### config.mk
export PLATFORM = sky130hd
export DESIGN_NAME = ffm_fault_manager
export DESIGN_NICKNAME = d
export VERILOG_FILES = /design/src/verilog/ffm_fault_manager.v /design/src/verilog/ffm_bias_cycle.v
export VERILOG_INCLUDE_DIRS = /design/src /design/src/verilog
export SDC_FILE = /design/constraint.sdc
export NUM_CORES = 1
export LEC_CHECK = 0
export ABC_AREA = 1
export BUFFER_PORTS_ARGS = -buffer_cell sky130_fd_sc_hd__buf_2
export CORE_MARGIN = 5
export CORE_UTILIZATION = 50
export CTS_BUF_LIST = sky130_fd_sc_hd__clkbuf_8
export CTS_CLUSTER_DIAMETER = 50
export DETAILED_ROUTE_END_ITERATION = 12
export PLACE_DENSITY = 0.67
export SETUP_SLACK_MARGIN = 0.5
export SLEW_MARGIN = 20
export SYNTH_ARGS = -nofsm -noshare
export SYNTH_HDL_FRONTEND = slang
export SYNTH_SLANG_ARGS = --single-unit
export TNS_END_PERCENT = 30
### constraint.sdc
create_clock -name CLK -period 2.85 [get_ports CLK]
set_clock_uncertainty 0.2 [all_clocks]
set_input_delay 0.1425 -clock CLK [delete_from_list [all_inputs] [get_ports CLK]]
set_output_delay 0.1425 -clock CLK [all_outputs]
set_load 0.05 [all_outputs]
### src/verilog/ffm_map.vh
`ifndef FFM_MAP_VH
`define FFM_MAP_VH
// ----------------------------------------
// timing, counts at 200 MHz
// ----------------------------------------
`define FFM_CLK_MHZ 200
`define FFM_SC_BLANK_EARLY_NS 50
`define FFM_SC_BLANK_EARLY_CYC ((`FFM_SC_BLANK_EARLY_NS * `FFM_CLK_MHZ) / 1000)
`define FFM_OC_BLANK_NS 200
`define FFM_RAISE_HOLD_US 1000
`define FFM_RAISE_HOLD_CYC (`FFM_RAISE_HOLD_US * `FFM_CLK_MHZ)
`define FFM_RETRY_BASE_MS 200
`define FFM_RETRY_BASE_CYC (`FFM_RETRY_BASE_MS * 1000 * `FFM_CLK_MHZ)
// ----------------------------------------
// counter defaults
// ----------------------------------------
`define FFM_SC_LIMIT 5
`define FFM_OC_FULL 5000
`define FFM_OC_UP 16'h0002
`define FFM_OC_DOWN 16'h0001
// ----------------------------------------
// fault states
// ----------------------------------------
`define FFM_ST_RUN 3'h0
`define FFM_ST_STOP 3'h1
`define FFM_ST_RETRY 3'h2
`define FFM_ST_LATCH 3'h3
`define FFM_ST_THERM 3'h4
`define FFM_ST_WAIT 3'h5
`endif

### src/verilog/ffm_fault_manager.v
`include "ffm_map.vh"
`default_nettype none
// Operation
// short trip after blanking ends pulse
// short blanking ends 50 ns before over-current
// each short trip increments consecutive count
// count past limit triggers latch or restart
// transition selects raised trip levels
// raise at first pulse, hold 1 ms after
// halted fault sources bias until on threshold
// resume bias at off threshold
// bias repeats until exit condition
// auto fault: drives low for retry interval
// restart after interval at supply on
// latch waits for cycle end, stops drives
// latch in skip: no more pulses
// latched: watch line, keep bias
// thermal: non-latching stop until hysteresis clears
// reset or line removal clears thermal
// latch cleared only by brownout or reset
// over-current count up 2, down 1
// options sampled once at power-up
// short count clears on clean cycle, restart
module ffm_fault_manager
#(
    parameter SC_LIMIT = `FFM_SC_LIMIT,
    parameter OC_FULL = `FFM_OC_FULL,
    parameter OC_BLANK_CYC = (`FFM_OC_BLANK_NS * `FFM_CLK_MHZ) / 1000,
    parameter RAISE_HOLD_CYC = `FFM_RAISE_HOLD_CYC,
    parameter RETRY_BASE_CYC = `FFM_RETRY_BASE_CYC
)
(
    input wire CLK,
    input wire RST_N,
    input wire PWM_ON,
    input wire ACTIVE_CLAMP_MODE,
    input wire SKIP_MODE,
    input wire MODE_TRANSITION,
    input wire SC_TRIP,
    input wire OC_TRIP,
    input wire VCC_ON,
    input wire VCC_OFF,
    input wire VCC_RESET,
    input wire HV_PRESENT,
    input wire LINE_REMOVED,
    input wire BROWNOUT,
    input wire AC_APPLIED,
    input wire OVER_TEMP,
    input wire TEMP_CLEAR,
    input wire [1:0] RETRY_SEL,
    input wire SC_LATCH_SEL,
    input wire OC_LATCH_SEL,
    output reg MAIN_GATE_DRIVE,
    output reg CLAMP_GATE_DRIVE,
    output reg SC_BLANK_DONE,
    output reg OC_BLANK_DONE,
    output reg RAISED_LEVELS,
    output reg HV_SOURCE,
    output reg SOFT_START,
    output reg LATCHED,
    output reg [2:0] FAULT_STATE
);
// ----------------------------------------
// input synchronisers
// ----------------------------------------
    localparam NIN = 19;
    wire [NIN-1:0] raw_in;
    reg [NIN-1:0] sync1_reg;
    reg [NIN-1:0] sync2_reg;
    assign raw_in = {RETRY_SEL, SC_LATCH_SEL, OC_LATCH_SEL, PWM_ON,
        ACTIVE_CLAMP_MODE, SKIP_MODE, MODE_TRANSITION, SC_TRIP, OC_TRIP,
        VCC_ON, VCC_OFF, VCC_RESET, HV_PRESENT, LINE_REMOVED, BROWNOUT,
        AC_APPLIED, OVER_TEMP, TEMP_CLEAR};
    always @(posedge CLK)
    begin
        if (!RST_N)
        begin
            sync1_reg <= {NIN{1'b0}};
            sync2_reg <= {NIN{1'b0}};
        end
        else
        begin
            sync1_reg <= raw_in;
            sync2_reg <= sync1_reg;
        end
    end
    wire pwm = sync2_reg[14];
    wire skip = sync2_reg[12];
    wire trans = sync2_reg[11];
    wire sc_t = sync2_reg[10];
    wire oc_t = sync2_reg[9];
    wire vcc_on = sync2_reg[8];
    wire vcc_off = sync2_reg[7];
    wire vcc_rst = sync2_reg[6];
    wire hv = sync2_reg[5];
    wire line_rm = sync2_reg[4];
    wire brown = sync2_reg[3];
    wire ac = sync2_reg[2];
    wire otemp = sync2_reg[1];
    wire tclr = sync2_reg[0];

// ----------------------------------------
// power-up option capture
// ----------------------------------------
    reg opt_done_reg;
    reg [1:0] retry_sel_reg;
    reg sc_latch_reg;
    reg oc_latch_reg;
    always @(posedge CLK)
    begin
        if (!RST_N)
            opt_done_reg <= 1'b0;
        else if (vcc_on)
            opt_done_reg <= 1'b1;
        if (!opt_done_reg)
        begin
            retry_sel_reg <= sync2_reg[18:17];
            sc_latch_reg <= sync2_reg[16];
            oc_latch_reg <= sync2_reg[15];
        end
    end
// ----------------------------------------
// blanking from pulse rise
// ----------------------------------------
    localparam SC_BLANK_CYC = OC_BLANK_CYC - `FFM_SC_BLANK_EARLY_CYC;
    reg pwm_d_reg;
    reg [7:0] blank_cnt_reg;
    wire pulse_rise = pwm && !pwm_d_reg;
    wire pulse_fall = !pwm && pwm_d_reg;
    wire sc_blank_ok = blank_cnt_reg >= SC_BLANK_CYC[7:0];
    wire oc_blank_ok = blank_cnt_reg >= OC_BLANK_CYC[7:0];
    always @(posedge CLK)
    begin
        if (!RST_N)
        begin
            pwm_d_reg <= 1'b0;
            blank_cnt_reg <= 8'h00;
        end
        else
        begin
            pwm_d_reg <= pwm;
            if (pulse_rise || !pwm)
                blank_cnt_reg <= 8'h00;
            else if (pwm && blank_cnt_reg != 8'hFF)
                blank_cnt_reg <= blank_cnt_reg + 8'h01;
        end
    end
    wire sc_hit = pwm && sc_blank_ok && sc_t;
    wire oc_hit = pwm && oc_blank_ok && oc_t;

// ----------------------------------------
// per-cycle trip memory and counters
// ----------------------------------------
    reg cyc_sc_reg;
    reg cyc_oc_reg;
    reg [7:0] sc_cnt_reg;
    reg [15:0] oc_cnt_reg;
    reg [2:0] state_reg;
    reg [2:0] state_next;
    wire run = state_reg == `FFM_ST_RUN;
    wire restart;
    always @(posedge CLK)
    begin
        if (!RST_N || pulse_rise)
        begin
            cyc_sc_reg <= 1'b0;
            cyc_oc_reg <= 1'b0;
        end
        else
        begin
            if (sc_hit)
                cyc_sc_reg <= 1'b1;
            if (oc_hit)
                cyc_oc_reg <= 1'b1;
        end
    end
    wire sc_now = cyc_sc_reg || sc_hit;
    wire oc_now = cyc_oc_reg || oc_hit;
    always @(posedge CLK)
    begin
        if (!RST_N || restart)
            sc_cnt_reg <= 8'h00;
        else if (pulse_fall && run)
        begin
            if (sc_now && sc_cnt_reg != 8'hFF)
                sc_cnt_reg <= sc_cnt_reg + 8'h01;
            else if (!sc_now)
                sc_cnt_reg <= 8'h00;
        end
    end
    always @(posedge CLK)
    begin
        if (!RST_N || restart)
            oc_cnt_reg <= 16'h0000;
        else if (pulse_fall && run)
        begin
            if (oc_now)
                oc_cnt_reg <= oc_cnt_reg + `FFM_OC_UP;
            else if (oc_cnt_reg != 16'h0000)
                oc_cnt_reg <= oc_cnt_reg - `FFM_OC_DOWN;
        end
    end
    wire sc_fault = sc_cnt_reg > SC_LIMIT[7:0];
    wire oc_fault = oc_cnt_reg >= OC_FULL[15:0];
    wire fault_latch = (sc_fault && sc_latch_reg) || (oc_fault && oc_latch_reg);

// ----------------------------------------
// raised trip levels around transitions
// ----------------------------------------
    reg trans_arm_reg;
    reg [27:0] hold_cnt_reg;
    always @(posedge CLK)
    begin
        if (!RST_N)
        begin
            trans_arm_reg <= 1'b0;
            hold_cnt_reg <= 28'h0000000;
            RAISED_LEVELS <= 1'b0;
        end
        else
        begin
            trans_arm_reg <= trans;
            if (trans && pulse_rise)
                RAISED_LEVELS <= 1'b1;
            if (trans)
                hold_cnt_reg <= 28'h0000000;
            else if (RAISED_LEVELS && trans_arm_reg == 1'b0)
            begin
                if (hold_cnt_reg >= RAISE_HOLD_CYC[27:0] - 28'h0000001)
                    RAISED_LEVELS <= 1'b0;
                else
                    hold_cnt_reg <= hold_cnt_reg + 28'h0000001;
            end
        end
    end

// ----------------------------------------
// fault state machine
// ----------------------------------------
    reg [31:0] retry_cnt_reg;
    wire [31:0] retry_len = RETRY_BASE_CYC << retry_sel_reg;
    wire retry_done = retry_cnt_reg >= retry_len;
    wire bias_exit = !hv || vcc_rst || ac;
    assign restart = state_reg == `FFM_ST_WAIT && vcc_on;
    always @*
    begin
        state_next = state_reg;
        case (state_reg)
            `FFM_ST_RUN:
                if (otemp)
                    state_next = `FFM_ST_THERM;
                else if (fault_latch)
                    state_next = skip ? `FFM_ST_LATCH : `FFM_ST_STOP;
                else if (sc_fault || oc_fault)
                    state_next = `FFM_ST_RETRY;
            `FFM_ST_STOP:
                if (!pwm)
                    state_next = `FFM_ST_LATCH;
            `FFM_ST_RETRY:
                if (vcc_rst || !hv)
                    state_next = `FFM_ST_WAIT;
                else if (retry_done || ac)
                    state_next = `FFM_ST_WAIT;
            `FFM_ST_LATCH:
                if (brown || vcc_rst)
                    state_next = `FFM_ST_WAIT;
            `FFM_ST_THERM:
                if (tclr || vcc_rst || line_rm)
                    state_next = `FFM_ST_WAIT;
            `FFM_ST_WAIT:
                if (vcc_on)
                    state_next = `FFM_ST_RUN;
            default:
                state_next = `FFM_ST_WAIT;
        endcase
    end
    always @(posedge CLK)
    begin
        if (!RST_N)
        begin
            state_reg <= `FFM_ST_WAIT;
            retry_cnt_reg <= 32'h00000000;
        end
        else
        begin
            state_reg <= state_next;
            if (state_reg == `FFM_ST_RETRY)
                retry_cnt_reg <= retry_cnt_reg + 32'h00000001;
            else
                retry_cnt_reg <= 32'h00000000;
        end
    end

// ----------------------------------------
// bias cycle while halted by a fault
// ----------------------------------------
    wire bias_src;
    wire halted = (state_reg == `FFM_ST_RETRY || state_reg == `FFM_ST_WAIT)
        || (state_reg == `FFM_ST_LATCH && !line_rm);
    ffm_bias_cycle u_bias
    (
        .clk(CLK),
        .rst_n(RST_N),
        .active(halted && !bias_exit),
        .vcc_on(vcc_on),
        .vcc_off(vcc_off),
        .source_reg(bias_src)
    );

// ----------------------------------------
// registered outputs
// ----------------------------------------
    wire drive_ok = run || state_reg == `FFM_ST_STOP;
    always @(posedge CLK)
    begin
        if (!RST_N)
        begin
            MAIN_GATE_DRIVE <= 1'b0;
            CLAMP_GATE_DRIVE <= 1'b0;
            SC_BLANK_DONE <= 1'b0;
            OC_BLANK_DONE <= 1'b0;
            HV_SOURCE <= 1'b0;
            SOFT_START <= 1'b0;
            LATCHED <= 1'b0;
            FAULT_STATE <= `FFM_ST_WAIT;
        end
        else
        begin
            MAIN_GATE_DRIVE <= drive_ok && pwm && !sc_now;
            CLAMP_GATE_DRIVE <= drive_ok && !pwm && sync2_reg[13];
            SC_BLANK_DONE <= pwm && sc_blank_ok;
            OC_BLANK_DONE <= pwm && oc_blank_ok;
            HV_SOURCE <= bias_src;
            SOFT_START <= restart;
            LATCHED <= state_reg == `FFM_ST_LATCH;
            FAULT_STATE <= state_reg;
        end
    end
endmodule // ffm_fault_manager
`default_nettype wire

### src/verilog/ffm_bias_cycle.v
`include "ffm_map.vh"
`default_nettype none
// ----------------------------------------
// supply bias cycle: charge from off to on threshold
// ----------------------------------------
module ffm_bias_cycle
(
    input wire clk,
    input wire rst_n,
    input wire active,
    input wire vcc_on,
    input wire vcc_off,
    output reg source_reg
);
    reg source_next;

    always @*
    begin
        source_next = source_reg;
        if (!active)
            source_next = 1'b0;
        else if (vcc_on)
            source_next = 1'b0;
        else if (vcc_off)
            source_next = 1'b1;
    end

    always @(posedge clk)
    begin
        if (!rst_n)
            source_reg <= 1'b0;
        else
            source_reg <= source_next;
    end
endmodule // ffm_bias_cycle
`default_nettype wire

==> flow_summary.json <==
{
  "via_count": 6644,
  "path_max_fanout": 4,
  "coreArea_sq_um": 15300,
  "grt_pass1_wl_microns": 27800,
  "cpMaxStageDelayCell": "edfxtp_1",
  "cts_tree": "done",
  "synth.top_cell.area_share": 0.381,
  "crit_path_start_kind": "flop",
  "setup_tns_ns": 0,
  "synth_seq_cells": 154,
  "drt_iter0_drc": 442,
  "place.gp.congestion": 0.876,
  "rsz0062_at_grt": "true",
  "yosysWarningCount": 0,
  "arrival_ns": 2.39,
  "relSlewSlack": 0.638,
  "place_area_sq_um": 8190,
  "slew_viol_final": 0,
  "die_h_microns": 136,
  "wl_per_cell_microns": 11.8,
  "yosys-top-cells-area": "dfxtp_1 38%, nand2_1 12%, inv_1 7.1%, ha_1 6.2%, nor2_1 5.3%",
  "n_fill_cell": 1489,
  "drv_cap": 0,
  "outcome": "finished clean",
  "synth_most_common_cell": "nand2_1",
  "antenna_found_initial": 0,
  "min_period_ns": 2.26,
  "drive_gt1_frac": 0.124,
  "rows": 45,
  "drc": 0,
  "synth_edf_count": 4,
  "clk_latency_ns": 0.46,
  "die_w_microns": 136,
  "worstMarginPinSlew_ns": 0.542,
  "syn_nets": 1147,
  "cts.sinks": 154,
  "syn2layout_area_growth_pct": 12.8,
  "power_density_nw_per_um2": 491,
  "synthFlopType": "dfxtp_1",
  "required_ns": 2.98,
  "dieArea_sq_um": 18400,
  "nets": 1205,
  "critPathMaxStageDelay_ns": 0.43,
  "cts_max_path_buffers": 2,
  "vdd_drop_max_mv": 0.638,
  "max_freq_ghz": 0.443,
  "syn_area_per_cell_sq_um": 7.24,
  "yosysTopAreaCell": "dfxtp_1",
  "synth.distinct_cells": 46,
  "hold_class": "in2reg",
  "pin_count": 32,
  "routed_via_density": 4.85,
  "diodes": 0,
  "cts-buffers-inserted": 17,
  "netlist_instances": 1087,
  "clkTransAtPathRegs_ns": 0.09,
  "worstSetupPathType": "reg2reg",
  "synthTopCellsByCount": "257 x nand2_1, 150 x dfxtp_1, 150 x inv_1, 111 x nor2_1, 73 x a21oi_1",
  "hold_violations": 0,
  "post-route-period-util": 0.792,
  "async_flop_share": 0,
  "drt_wl_total_microns": 16200,
  "seq_area_frac_synth": 0.397,
  "endpoint_kind": "flop",
  "cts_root_buffer": "clkbuf_8",
  "grt_pass1_vias": 6104,
  "antenna_left": 0,
  "power_mw": 4.36,
  "drtPass1Iterations": 5,
  "dpl.hpwl_microns": 11500,
  "synth_area_sq_um": 7880,
  "crit_top_cell": "nand2_1",
  "cp_num_buf_inv": 3,
  "path_cells": "buf_6, buf_4, ha_1, inv_1, ha_1, nand2_1, nor4_1, nand2_1, nand2_1, nand2_1, nand2_2, nand2_2, nand2_1, nand3_1",
  "start_util": 0.514,
  "finalSetupViolations": 0,
  "htree_num_levels": 4,
  "power_leakage_nw": 3.71,
  "grt-ovfl-total": 0,
  "grt_use_total": 0.184,
  "grt_max_degree": 29,
  "numPortBuffers": 31,
  "cp_top_family": "simple AND/OR/NAND/NOR gates",
  "largest_reg_flops": 32,
  "post-route-cell-area_sq_um": 8880
}
metrics by stage:
stage,utilization,cells,hold slack [ns],worst slack [ns]
6_report,0.580,1369,0.193,0.592
5_1_grt,0.580,1369,0.166,0.472
4_1_cts,0.576,1367,0.157,0.530
3_5_place_dp,0.535,1312,0.125,0.383
3_3_place_gp,0.535,1312,0.125,0.443
2_1_floorplan,-,1087,0.0401,0.636
worst reg2reg max path, cell delays in order, from the launching register on:
cell	delay, ns
edfxtp_1	0.43
buf_6	0.15
buf_4	0.12
ha_1	0.17
inv_1	0.10
ha_1	0.13
nand2_1	0.06
nor4_1	0.27
nand2_1	0.08
nand2_1	0.08
nand2_1	0.06
nand2_2	0.09
nand2_2	0.07
nand2_1	0.06
nand3_1	0.06
cell families after synthesis:
kind of cell | count (synthesis) | synth area share
buffers and inverters | 184 | 0.0966
and+or+nand+nor | 545 | 0.312
adders and majority gates | 39 | 0.0620
xor gates and xnor gates | 45 | 0.0500
AOI/OAI and AO/OA | 120 | 0.0829
DFF | 154 | 0.397
layer usage:
layer | vias to the layer above | GRT usage | part of all wire
met5 | - | 0 | 0
met4 | 0 | 0.0588 | 0.013
met3 | 20 | 0.0453 | 0.040
met2 | 124 | 0.294 | 0.45
met1 | 2936 | 0.246 | 0.50
li1 | 3564 | - | -
final timing paths:
check	cells after the start	end	slack (ns)	startpoint
worst max register to register	14	state_reg[2]$_SDFFE_PN1P_	0.59	retry_sel_reg[1]$_DFFE_PN_
worst max-delay path	14	state_reg[2]$_SDFFE_PN1P_	0.59	retry_sel_reg[1]$_DFFE_PN_
worst min-delay path	4	sync1_reg[13]$_SDFF_PN0_	0.19	ACTIVE_CLAMP_MODE
worst min register to register	2	sync2_reg[18]$_SDFF_PN0_	0.21	sync1_reg[18]$_SDFF_PN0_
placed cells by master, fill, tap and decap left out, types with 2 or more instances in the layout:
cell type      Yosys  routed
nand2_4            1       2
and3_1             2       2
clkbuf_8           0      18
nand2_1          257     255
inv_6              0       4
nor3b_1            4       4
o21ai_1            2       2
dlygate4sd3_1      0      21
o211ai_1           2       2
nor2_1           111     110
o21ai_0           28      28
nand4_1           24      24
clkinvlp_4         0       3
nor3_1            32      32
nand3_1           66      66
buf_4              5      12
nor2_4             6       6
inv_1            150     145
inv_2              8      11
inv_8              0       4
ha_1              39      36
edfxtp_1           4       4
ha_4               0       2
a21oi_2            5       6
buf_2              8      31
xor2_1            33      33
dfxtp_1          150     150
a21oi_1           73      72
nor3_2             3       3
clkinv_4           0       2
nor4_1             3       3
nor2_2            12      13
nand3_2            4       4
o21ai_2            2       2
nand3b_1           4       4
a31oi_1            2       2
xnor2_1           12      12
nand2_2           10      11
o21a_1             2       2
where the power goes:
part	internal (mW)	switching [mW]
clock network	0.748	0.913
logic	0.156	0.280
registers	2.22	0.0413
what timing repair did:
| action | 4_1_cts | 5_1_grt |
|---|---|---|
| endpoints found under the setup margin | 2 | 19 |
| buffers inserted | 2 | 2 |
| pin swaps | 0 | 6 |
| hold buffers | 21 | 0 |
| resized for setup | 1 | 14 |
| endpoints found under the hold margin | 36 | 0 |
layout make-up:
| type | count | area, sq um | share of cell area |
|---|---|---|---|
| flip-flops and latches | 154 | 3120 | 0.352 |
| well taps | 211 | 264 | 0.0297 |
| clock buffers | 18 | 248 | 0.0279 |
| clock inverters | 14 | 148 | 0.0166 |
| repair buffers | 65 | 467 | 0.0525 |
| inverters | 158 | 599 | 0.0675 |
| multi-input cells | 749 | 4040 | 0.454 |
No activity file was read; power rests on OpenSTA's default activity.
